--- src/design/scsc_pkg.sv ---
// Package for the load-adaptive current and stall control block.
// Assumes a single 40 MHz chip clock and a plain parallel register port.
package scsc_pkg;
  localparam logic [6:0]  SMART_CURRENT_CONFIG_ADDR   = 7'h39;
  localparam logic [6:0]  CONSTANT_SPEED_CONTROL_ADDR = 7'h3A;
  localparam logic [31:0] SMART_CURRENT_CONFIG_MASK   = 32'h017F_EF6F;
  localparam logic [31:0] CONSTANT_SPEED_CONTROL_MASK = 32'h00FF_03FF;
  localparam logic [31:0] REG_RESET_VALUE             = 32'h0000_0000;
  localparam int SFILT_POS  = 24;
  localparam int SGT_LSB    = 16;
  localparam int SEIMIN_POS = 15;
  localparam int SEDN_LSB   = 13;
  localparam int SEMAX_LSB  = 8;
  localparam int SEUP_LSB   = 5;
  localparam int SEMIN_LSB  = 0;
  localparam int STALL_ONTIME_LSB = 16;
  localparam int ONTIME_LIMIT_LSB = 0;
  localparam logic [1:0]  STEPS_PER_FILTER = 2'h3;
  localparam logic [9:0]  LOAD_SCALE_SHIFT = 10'h005;
  localparam logic [12:0] STALL_ONTIME_SCALE_SHIFT = 13'h0004;
  localparam logic [12:0] ONTIME_COUNT_MAX = 13'h1FFF;
  localparam logic [5:0]  BLANK_CODE0 = 6'h10;
  localparam logic [5:0]  BLANK_CODE1 = 6'h18;
  localparam logic [5:0]  BLANK_CODE2 = 6'h24;
  localparam logic [5:0]  BLANK_CODE3 = 6'h36;
  localparam logic [5:0]  DOWN_EVERY0 = 6'h20;
  localparam logic [5:0]  DOWN_EVERY1 = 6'h08;
  localparam logic [5:0]  DOWN_EVERY2 = 6'h02;
  localparam logic [5:0]  DOWN_EVERY3 = 6'h01;

  typedef struct packed {
    logic       sfilt;
    logic [6:0] sgt;
    logic       seimin;
    logic [1:0] sedn;
    logic [3:0] semax;
    logic [1:0] seup;
    logic [3:0] semin;
  } scsc_cool_type;

  typedef struct packed {
    logic [7:0] stall_ontime;
    logic [9:0] ontime_limit;
  } scsc_dc_type;
endpackage

--- src/design/scsc_top.sv ---
// Load-adaptive motor current regulation and constant-speed stall control.
// Assumes load values, full-step pulses and PWM on-time come from same-clock logic.
`timescale 1ns/1ps
module scsc_top (
  input  wire logic        MCLK,
  input  wire logic        RESET,
  input  wire logic [6:0]  REG_ADDR,
  input  wire logic        REG_WR,
  input  wire logic [31:0] REG_WDATA,
  output logic      [31:0] REG_RDATA,
  input  wire logic [9:0]  LOAD_VALUE,
  input  wire logic        LOAD_VALID,
  input  wire logic        FULL_STEP,
  input  wire logic [4:0]  RUN_CURRENT,
  input  wire logic [1:0]  BLANK_SEL,
  input  wire logic        CONST_SPEED,
  input  wire logic        PWM_ON,
  output logic      [9:0]  LOAD_RESULT,
  output logic      [6:0]  STALL_THRESHOLD,
  output logic      [4:0]  ACTUAL_CURRENT,
  output logic      [5:0]  BLANK_CLOCKS,
  output logic             ONTIME_CAP,
  output logic             STEP_LOSS
);
  logic [31:0]           cool_ff;
  logic [31:0]           dc_ff;
  logic [31:0]           rdata_ff;
  scsc_pkg::scsc_cool_type cool;
  scsc_pkg::scsc_dc_type   dc;
  logic [1:0]            fstep_cnt_ff;
  logic [9:0]            load_ff;
  logic                  meas_ff;
  logic [4:0]            cur_ff;
  logic [5:0]            dn_cnt_ff;
  logic [12:0]           on_cnt_ff;
  logic                  cap_ff;
  logic                  loss_ff;
  logic [4:0]            min_cur;
  logic [9:0]            low_thr;
  logic [9:0]            high_thr;
  logic [6:0]            up_sum;
  logic [5:0]            dn_every;
  logic [12:0]           limit_clk;
  logic [12:0]           stall_clk;
  logic [5:0]            blank_clk;

  function automatic logic [5:0] blank_decode(input logic [1:0] code);
    case (code)
      2'h0:    blank_decode = scsc_pkg::BLANK_CODE0;
      2'h1:    blank_decode = scsc_pkg::BLANK_CODE1;
      2'h2:    blank_decode = scsc_pkg::BLANK_CODE2;
      default: blank_decode = scsc_pkg::BLANK_CODE3;
    endcase
  endfunction

  function automatic logic [5:0] down_decode(input logic [1:0] code);
    case (code)
      2'h0:    down_decode = scsc_pkg::DOWN_EVERY0;
      2'h1:    down_decode = scsc_pkg::DOWN_EVERY1;
      2'h2:    down_decode = scsc_pkg::DOWN_EVERY2;
      default: down_decode = scsc_pkg::DOWN_EVERY3;
    endcase
  endfunction

  // Register writes keep only defined field bits.
  always_ff @(posedge MCLK) begin
    if (RESET) begin
      cool_ff <= scsc_pkg::REG_RESET_VALUE;
      dc_ff   <= scsc_pkg::REG_RESET_VALUE;
    end else if (REG_WR) begin
      if (REG_ADDR == scsc_pkg::SMART_CURRENT_CONFIG_ADDR) begin
        cool_ff <= REG_WDATA & scsc_pkg::SMART_CURRENT_CONFIG_MASK;
      end
      if (REG_ADDR == scsc_pkg::CONSTANT_SPEED_CONTROL_ADDR) begin
        dc_ff <= REG_WDATA & scsc_pkg::CONSTANT_SPEED_CONTROL_MASK;
      end
    end
  end

  // Read data is registered one cycle after the address; unmapped reads return zero.
  always_ff @(posedge MCLK) begin
    if (RESET) begin
      rdata_ff <= scsc_pkg::REG_RESET_VALUE;
    end else if (REG_ADDR == scsc_pkg::SMART_CURRENT_CONFIG_ADDR) begin
      rdata_ff <= cool_ff;
    end else if (REG_ADDR == scsc_pkg::CONSTANT_SPEED_CONTROL_ADDR) begin
      rdata_ff <= dc_ff;
    end else begin
      rdata_ff <= scsc_pkg::REG_RESET_VALUE;
    end
  end

  always_comb begin
    cool.sfilt  = cool_ff[scsc_pkg::SFILT_POS];
    cool.sgt    = cool_ff[scsc_pkg::SGT_LSB +: 7];
    cool.seimin = cool_ff[scsc_pkg::SEIMIN_POS];
    cool.sedn   = cool_ff[scsc_pkg::SEDN_LSB +: 2];
    cool.semax  = cool_ff[scsc_pkg::SEMAX_LSB +: 4];
    cool.seup   = cool_ff[scsc_pkg::SEUP_LSB +: 2];
    cool.semin  = cool_ff[scsc_pkg::SEMIN_LSB +: 4];
    dc.stall_ontime = dc_ff[scsc_pkg::STALL_ONTIME_LSB +: 8];
    dc.ontime_limit = dc_ff[scsc_pkg::ONTIME_LIMIT_LSB +: 10];
  end

  // Filtered mode takes the latest load value only on every fourth full step.
  always_ff @(posedge MCLK) begin
    if (RESET) begin
      fstep_cnt_ff <= 2'h0;
    end else if (FULL_STEP) begin
      fstep_cnt_ff <= fstep_cnt_ff + 2'h1;
    end
  end

  always_ff @(posedge MCLK) begin
    if (RESET) begin
      load_ff <= 10'h000;
      meas_ff <= 1'b0;
    end else if (cool.sfilt) begin
      meas_ff <= FULL_STEP && (fstep_cnt_ff == scsc_pkg::STEPS_PER_FILTER);
      if (FULL_STEP && (fstep_cnt_ff == scsc_pkg::STEPS_PER_FILTER)) begin
        load_ff <= LOAD_VALUE;
      end
    end else begin
      meas_ff <= LOAD_VALID;
      if (LOAD_VALID) begin
        load_ff <= LOAD_VALUE;
      end
    end
  end

  always_comb begin
    min_cur   = cool.seimin ? (RUN_CURRENT >> 2) : (RUN_CURRENT >> 1);
    low_thr   = {6'h00, cool.semin} << scsc_pkg::LOAD_SCALE_SHIFT;
    high_thr  = ({6'h00, cool.semin} + {6'h00, cool.semax} + 10'h001)
                << scsc_pkg::LOAD_SCALE_SHIFT;
    up_sum    = {2'h0, cur_ff} + (7'h01 << cool.seup);
    dn_every  = down_decode(cool.sedn);
    blank_clk = blank_decode(BLANK_SEL);
  end

  // Current regulation; a zero low threshold pins the current to the run current.
  always_ff @(posedge MCLK) begin
    if (RESET) begin
      cur_ff    <= 5'h00;
      dn_cnt_ff <= 6'h00;
    end else if (cool.semin == 4'h0) begin
      cur_ff    <= RUN_CURRENT;
      dn_cnt_ff <= 6'h00;
    end else if (cur_ff > RUN_CURRENT) begin
      cur_ff <= RUN_CURRENT;
    end else if (cur_ff < min_cur) begin
      cur_ff <= min_cur;
    end else if (meas_ff) begin
      if (load_ff < low_thr) begin
        cur_ff    <= (up_sum > {2'h0, RUN_CURRENT}) ? RUN_CURRENT : up_sum[4:0];
        dn_cnt_ff <= 6'h00;
      end else if (load_ff >= high_thr) begin
        if (dn_cnt_ff + 6'h01 >= dn_every) begin
          dn_cnt_ff <= 6'h00;
          if (cur_ff > min_cur) begin
            cur_ff <= cur_ff - 5'h01;
          end
        end else begin
          dn_cnt_ff <= dn_cnt_ff + 6'h01;
        end
      end
    end
  end

  // The commutation limit never falls below the comparator blank time.
  always_comb begin
    limit_clk = ({3'h0, dc.ontime_limit} > {7'h00, blank_clk}) ?
                {3'h0, dc.ontime_limit} : {7'h00, blank_clk};
    stall_clk = {5'h00, dc.stall_ontime} << scsc_pkg::STALL_ONTIME_SCALE_SHIFT;
  end

  always_ff @(posedge MCLK) begin
    if (RESET) begin
      on_cnt_ff <= 13'h0000;
    end else if (!(CONST_SPEED && PWM_ON)) begin
      on_cnt_ff <= 13'h0000;
    end else if (on_cnt_ff != scsc_pkg::ONTIME_COUNT_MAX) begin
      on_cnt_ff <= on_cnt_ff + 13'h0001;
    end
  end

  always_ff @(posedge MCLK) begin
    if (RESET) begin
      cap_ff  <= 1'b0;
      loss_ff <= 1'b0;
    end else begin
      cap_ff  <= CONST_SPEED && PWM_ON && (on_cnt_ff + 13'h0001 == limit_clk);
      loss_ff <= CONST_SPEED && PWM_ON && (dc.stall_ontime != 8'h00) &&
                 (on_cnt_ff >= stall_clk);
    end
  end

  assign REG_RDATA       = rdata_ff;
  assign LOAD_RESULT     = load_ff;
  assign STALL_THRESHOLD = cool.sgt;
  assign ACTUAL_CURRENT  = cur_ff;
  assign BLANK_CLOCKS    = blank_clk;
  assign ONTIME_CAP      = cap_ff;
  assign STEP_LOSS       = loss_ff;
endmodule

--- config.mk ---
export PLATFORM = sky130hd
export DESIGN_NAME = scsc_top
export DESIGN_NICKNAME = d
export VERILOG_FILES = /design/src/design/scsc_pkg.sv /design/src/design/scsc_top.sv
export SDC_FILE = /design/constraint.sdc
export NUM_CORES = 1
export LEC_CHECK = 0
export ABC_AREA = 0
export BUFFER_PORTS_ARGS = -buffer_cell sky130_fd_sc_hd__buf_2
export CORE_AREA = 8 8 129 101
export DETAILED_ROUTE_END_ITERATION = 12
export DIE_AREA = 0 0 137 109
export PLACE_DENSITY = 0.79
export SLEW_MARGIN = 10
export SYNTH_ARGS = -nofsm -noshare
export SYNTH_HDL_FRONTEND = slang
export SYNTH_SLANG_ARGS = --single-unit
--- constraint.sdc ---
create_clock -name MCLK -period 4.1 [get_ports MCLK]
set_clock_uncertainty 0.2 [all_clocks]
set_input_delay 0.82 -clock MCLK [delete_from_list [all_inputs] [get_ports MCLK]]
set_output_delay 0.82 -clock MCLK [all_outputs]
set_load 0.01 [all_outputs]
### Word level (Yosys, flattened, before mapping)

Index checks and enable logic that the tools add are counted.
Widths: inputs -> output; s select.

* register bits after elaboration: 110
* input bits: 63
* output and inout port bits: 62
* logic and storage cells: 90

* $add $sub $neg: 7
* magnitude comparators: 9
* eq/ne operators: 10
* shift-type cells: 1
* muxes and demuxes: 22
* bitwise logic cells: 4
* reductions and logical operators: 24

Operators with widths (number)
* $mux 5: 9
* $mux 10: 4
* $pmux 6 s3: 2
* $mux 25: 1
* $mux 24: 1
* $mux 6: 3
* $reduce_bool 5->1: 3
* $eq 7x6->1 const B: 2
* $add 13x1->13 const B: 1
* $eq 13x10->1: 1
* $ge 13x12->1: 1
* $ne 13x13->1 const B: 1
* $ge 10x10->1: 1
* $gt 10x6->1: 1
* $lt 10x9->1: 1
* $reduce_and 4->1: 2
* $reduce_bool 8->1: 1
* $add 5x7->7: 1
* $gt 7x5->1: 1
* $shl 1x2->7 const A: 1
* $add 6x1->6 const B: 1
* $eq 2x2->1 const B: 3
* $ge 6x6->1: 1
* $reduce_and 2->1: 3
* 19 further kinds: 31

### Depth between registers and ports, before layout

* depth after elaboration: 10
* gate-level depth with buffers: 15
* gate-level depth less buffers: 15

### Least setup slack after synthesis

Ideal clock, no wire load.

* path type: flip-flop to flip-flop
* from: register cool_ff[5]
* to: register cur_ff[3], in the netlist ACTUAL_CURRENT[3]
* arrival: 2876 ps
* required time: 3809 ps
* path slack: 934 ps
* stages on the path, launching flop included: 16
* path buffers: 0
* clock period less this slack: 3166 ps
* path through: dfxtp_1 -> nor2_1 -> ha_1 -> fa_1 -> a21oi_1 -> nor2_1 -> nor2_1 -> xnor2_1 -> ha_1 -> o21a_1 -> o22ai_1 -> a21oi_1 -> a21oi_2 -> mux2i_1 -> or2_2 -> a311oi_1

* cells in the longest elaborated chain, start to end: 9

RTL lines
* start, declared: line scsc_top.sv:25 `logic [31:0] cool_ff;`
* start signal, assigned: line scsc_top.sv:68 `cool_ff <= scsc_pkg::REG_RESET_VALUE;`
* start signal, assigned: line scsc_top.sv:72 `cool_ff <= REG_WDATA & scsc_pkg::SMART_CURRENT_CONFIG_MASK;`
* $shl 1x2->7 *: line scsc_top.sv:136 `up_sum = {2'h0, cur_ff} + (7'h01 << cool.seup);`
* $add 5x7->7 *: line scsc_top.sv:136
* $gt 7x5->1: line scsc_top.sv:155 `cur_ff <= (up_sum > {2'h0, RUN_CURRENT}) ? RUN_CURRENT : up_sum[4:0];`
* $mux 5 *: line scsc_top.sv:155
* $mux 5 *: line scsc_top.sv:154 `if (load_ff < low_thr) begin`
* $mux 5 *: line scsc_top.sv:153 `end else if (meas_ff) begin`
* $mux 5 *: line scsc_top.sv:151 `end else if (cur_ff < min_cur) begin`
* $mux 5 *: line scsc_top.sv:149 `end else if (cur_ff > RUN_CURRENT) begin`
* $mux 5 *: line scsc_top.sv:146 `end else if (cool.semin == 4'h0) begin`
* end signal, assigned: line scsc_top.sv:152 `cur_ff <= min_cur;`
* end signal, assigned: line scsc_top.sv:155
* end signal, assigned: line scsc_top.sv:161 `cur_ff <= cur_ff - 5'h01;`
* end, declared: line scsc_top.sv:33 `logic [4:0] cur_ff;`

Every way passes the cells marked *; elsewhere a longest branch is shown, timed or not. The select of a mux whose other input is x is not followed.
A chain may end at the register's enable or synchronous reset.

### Final worst setup path

* from: register cool_ff[0]
* to: register cur_ff[2], in the netlist ACTUAL_CURRENT[2]

* cells in the longest elaborated chain, start to end: 6
* elaborated cells on any way between the ends: 15
* those cells by class: add/sub: 2; order compare: 2; mux: 5; reduce/logical: 6

RTL lines
* branches (longest 6 deep; another with $ge 10x10->1)

Several ways; the timed one is not identified. The select of a mux whose other input is x is not followed.

==> qor.txt <==
Slew Limit Fails - 0
ANT nets after route - 0
Worst Hold Depth - 2
core area - 0.0111 mm2
Primary FF master, synth - dfxtp_1
setup violators final - 0
post-DR vias/cell - 5.57
cell leakage power - 3.11 nW
TNS Setup - 0 ns
Startpoint Class - flip-flop
layout overhead on the synthesized area - 14.6%
vias in the first global route - 5145
period utilization - 88.6%
Reg2Reg Depth - 11
worst path arrival time - 3.72 ns
root buffer cell - clkbuf_16
WHS Endpoint - cool_ff[11]
initial antenna violation count - 0
Worst EP required - 4.19 ns
CTS clock-pin slew for the worst setup and hold paths - 0.07 ns
max-cap viol count - 0
CTS sink count - 102
chip width - 137 um
Util after Layout - 60.6%
vias post-DR - 5100
WL/cell - 16.7 um
Clock Latency Late Sink - 0.35 ns
mapped cell area - 0.00590 mm2
Rows - 34
worst-margin pin slew - 0.883 ns
CTS H-tree lvls - 3
Initial Util - 52.9%
HPWL after detailed placement - 11800 um
unrepaired setup endpoints after global routing - no
Routed WL - 15300 um
Initial DRT Pass Iterations - 5
Peak Freq - 275 MHz
io pins - 125
ys async rst share - 0%
total global routing overflow - 0
fraction of layout instances using a drive strength above 1 - 20.1%
Worst IR Drop VDD - 0.204 mV
DIE AREA - 0.0149 mm2
largest net degree at the start of global routing - 58
post-synthesis sequential area ratio - 34.6%
Worst Setup Path Type - flip-flop to flip-flop
clock tree buffer depth - 2
clock period minus worst slack - 3.63 ns
reg2reg end - ACTUAL_CURRENT[2]
port bufs - 107
largest area contributor in the synthesized netlist - dfxtp_1
Hold Fails Final Rpt - 0
Slew HR - 41.1%
status - finished, final reports clean
class of the worst hold path - flip-flop to flip-flop
Setup Fix Bufs, Post-CTS - 0
R2R Path Start - cool_ff[0]
Mapped Avg Cell Area - 8.70 um2
share of the synthesized area in the top cell type - 34.6%
Final GP Congestion - 0.920
Seq cells post-synth - 102
# diodes - 0
FF-to-FF setup slack - 0.47 ns
Tot GR Track Use - 20.6%
Hold Startpoint - cool_ff[11]
Synth cell types - 69
Syn Inst Count - 678
DRC - 0
largest cells by area after synthesis - dfxtp_1, ha_1, mux2i_1
number of gates resized after cts - 0
Layout Nets - 882
# hold bufs at CTS - 0
DRT iter0 DRCs - 261
number of flops mapped to enable cells by yosys - 0
Synth Warn # - 0
PwrDens - 308 mW/mm2
Crit Path Max Fanout - 8
Die Span Y - 109 um
CTS buffer count - 9
CTS tree - built
first-pass GRT wire length - 24600 um
CP startpoint - cool_ff[0]
endpoint class of the critical path - flip-flop
worst max path at each step:
| stage | end | cells after the start |
|---|---|---|
| floorplan | ACTUAL_CURRENT[3] | 15 |
| global placement | ACTUAL_CURRENT[3] | 15 |
| detailed placement | ACTUAL_CURRENT[3] | 15 |
| CTS | ACTUAL_CURRENT[4] | 15 |
| global route | ACTUAL_CURRENT[4] | 13 |
| finish | ACTUAL_CURRENT[2] | 11 |
metal layers:
metal / vias to the layer above / track usage [%] / part of all wire, %
met4: 0 / 7.73 / 2.2
li1: 2513 / - / -
met2: 193 / 33.8 / 46
met1: 2368 / 25.9 / 44
met5: - / 0 / 0
met3: 26 / 4.79 / 8.1
critical path, cell delays in order (launching register included):
cell and delay [ns]:
dfxtp_1 0.46, inv_1 0.08, ha_1 0.23, fa_1 0.45, ha_1 0.31, nor4bb_1 0.15
a221oi_1 0.31, o21ai_0 0.23, a32oi_1 0.35, nand3_1 0.35, o221ai_1 0.29, a22o_1 0.16
synth_stat cells, drive strengths merged, types with 6 or more instances:
library cell / n
nor2b: 7
clkbuf: 18
o21ai: 15
a21oi: 52
dfxtp: 102
nor3: 13
buf: 28
a21o: 6
nor2: 70
and2: 14
nand3: 15
mux2i: 39
a22o: 16
nand2b: 9
nand2: 62
xnor2: 21
xor2: 15
inv: 43
ha: 50
per-stage QoR:
stage	instance area, um2	hold slack, ns	std cells	power [mW]	setup slack (ns)
2_1_floorplan	5930	0.248	686	1.20	0.934
3_3_place_gp	6460	0.258	900	1.26	0.643
3_5_place_dp	6460	0.264	900	1.27	0.550
4_1_cts	6750	0.273	916	2.10	0.525
5_1_grt	6760	0.304	916	2.17	0.175
6_report	6760	0.271	916	2.08	0.469
state kept, by name (all words and copies together) (netlist names), 2 cells and up:
register        count
cool_ff            21
LOAD_RESULT        10
fstep_cnt_ff        2
dn_cnt_ff           6
ACTUAL_CURRENT      5
dc_ff              18
REG_RDATA          24
on_cnt_ff          13
power by group:
part / internal, mW / leakage, nW / total (mW) / switching, mW
Sequential: 1.00 / 0.826 / 1.02 / 0.0194
Clock: 0.438 / 0.138 / 0.830 / 0.392
Combinational: 0.0998 / 2.15 / 0.231 / 0.131
area by class of cell:
| cell class | instances | area, um2 |
|---|---|---|
| fillers | 961 | 4390 |
| multi-input cells | 495 | 3480 |
| flip-flops and latches | 102 | 2040 |
| repair buffers | 116 | 603 |
| clock buffers | 10 | 239 |
| well taps | 144 | 180 |
| inverters | 43 | 161 |
| clock inverters | 6 | 52.6 |
kinds of logic (layout without fill, tap and decap cells):
family                     count (synthesis)  after routing  share of synthesized area [%]
AOI/OAI and AO/OA                        133            133                           15.8
xor gates and xnor gates                  36             36                           5.47
adders and majority gates                 52             52                           11.3
buffers and inverters                     89            175                           7.13
DFF                                      102            102                           34.6
muxes                                     40             40                           6.81
other                                      1              9                         0.0636
and+or+nand+nor                          225            225                           18.8
layout by cell type, fill, tap and decap left out, drive strengths merged, types with 3 or more instances in the layout:
master	count
buf	116
dfxtp	102
nor2	70
nand2	62
a21oi	52
ha	50
inv	46
mux2i	39
xnor2	21
a22o	16
xor2	15
o21ai	15
nand3	15
and2	14
nor3	13
clkbuf	10
nand2b	9
conb	9
nor2b	7
a21o	6
o21a	5
nand4	5
a31oi	5
nor4	5
or3	5
a2111oi	5
or2	4
and3	4
nand4b	3
o22ai	3
a311oi	3
o221ai	3
No activity file was read; power rests on OpenSTA's default activity.
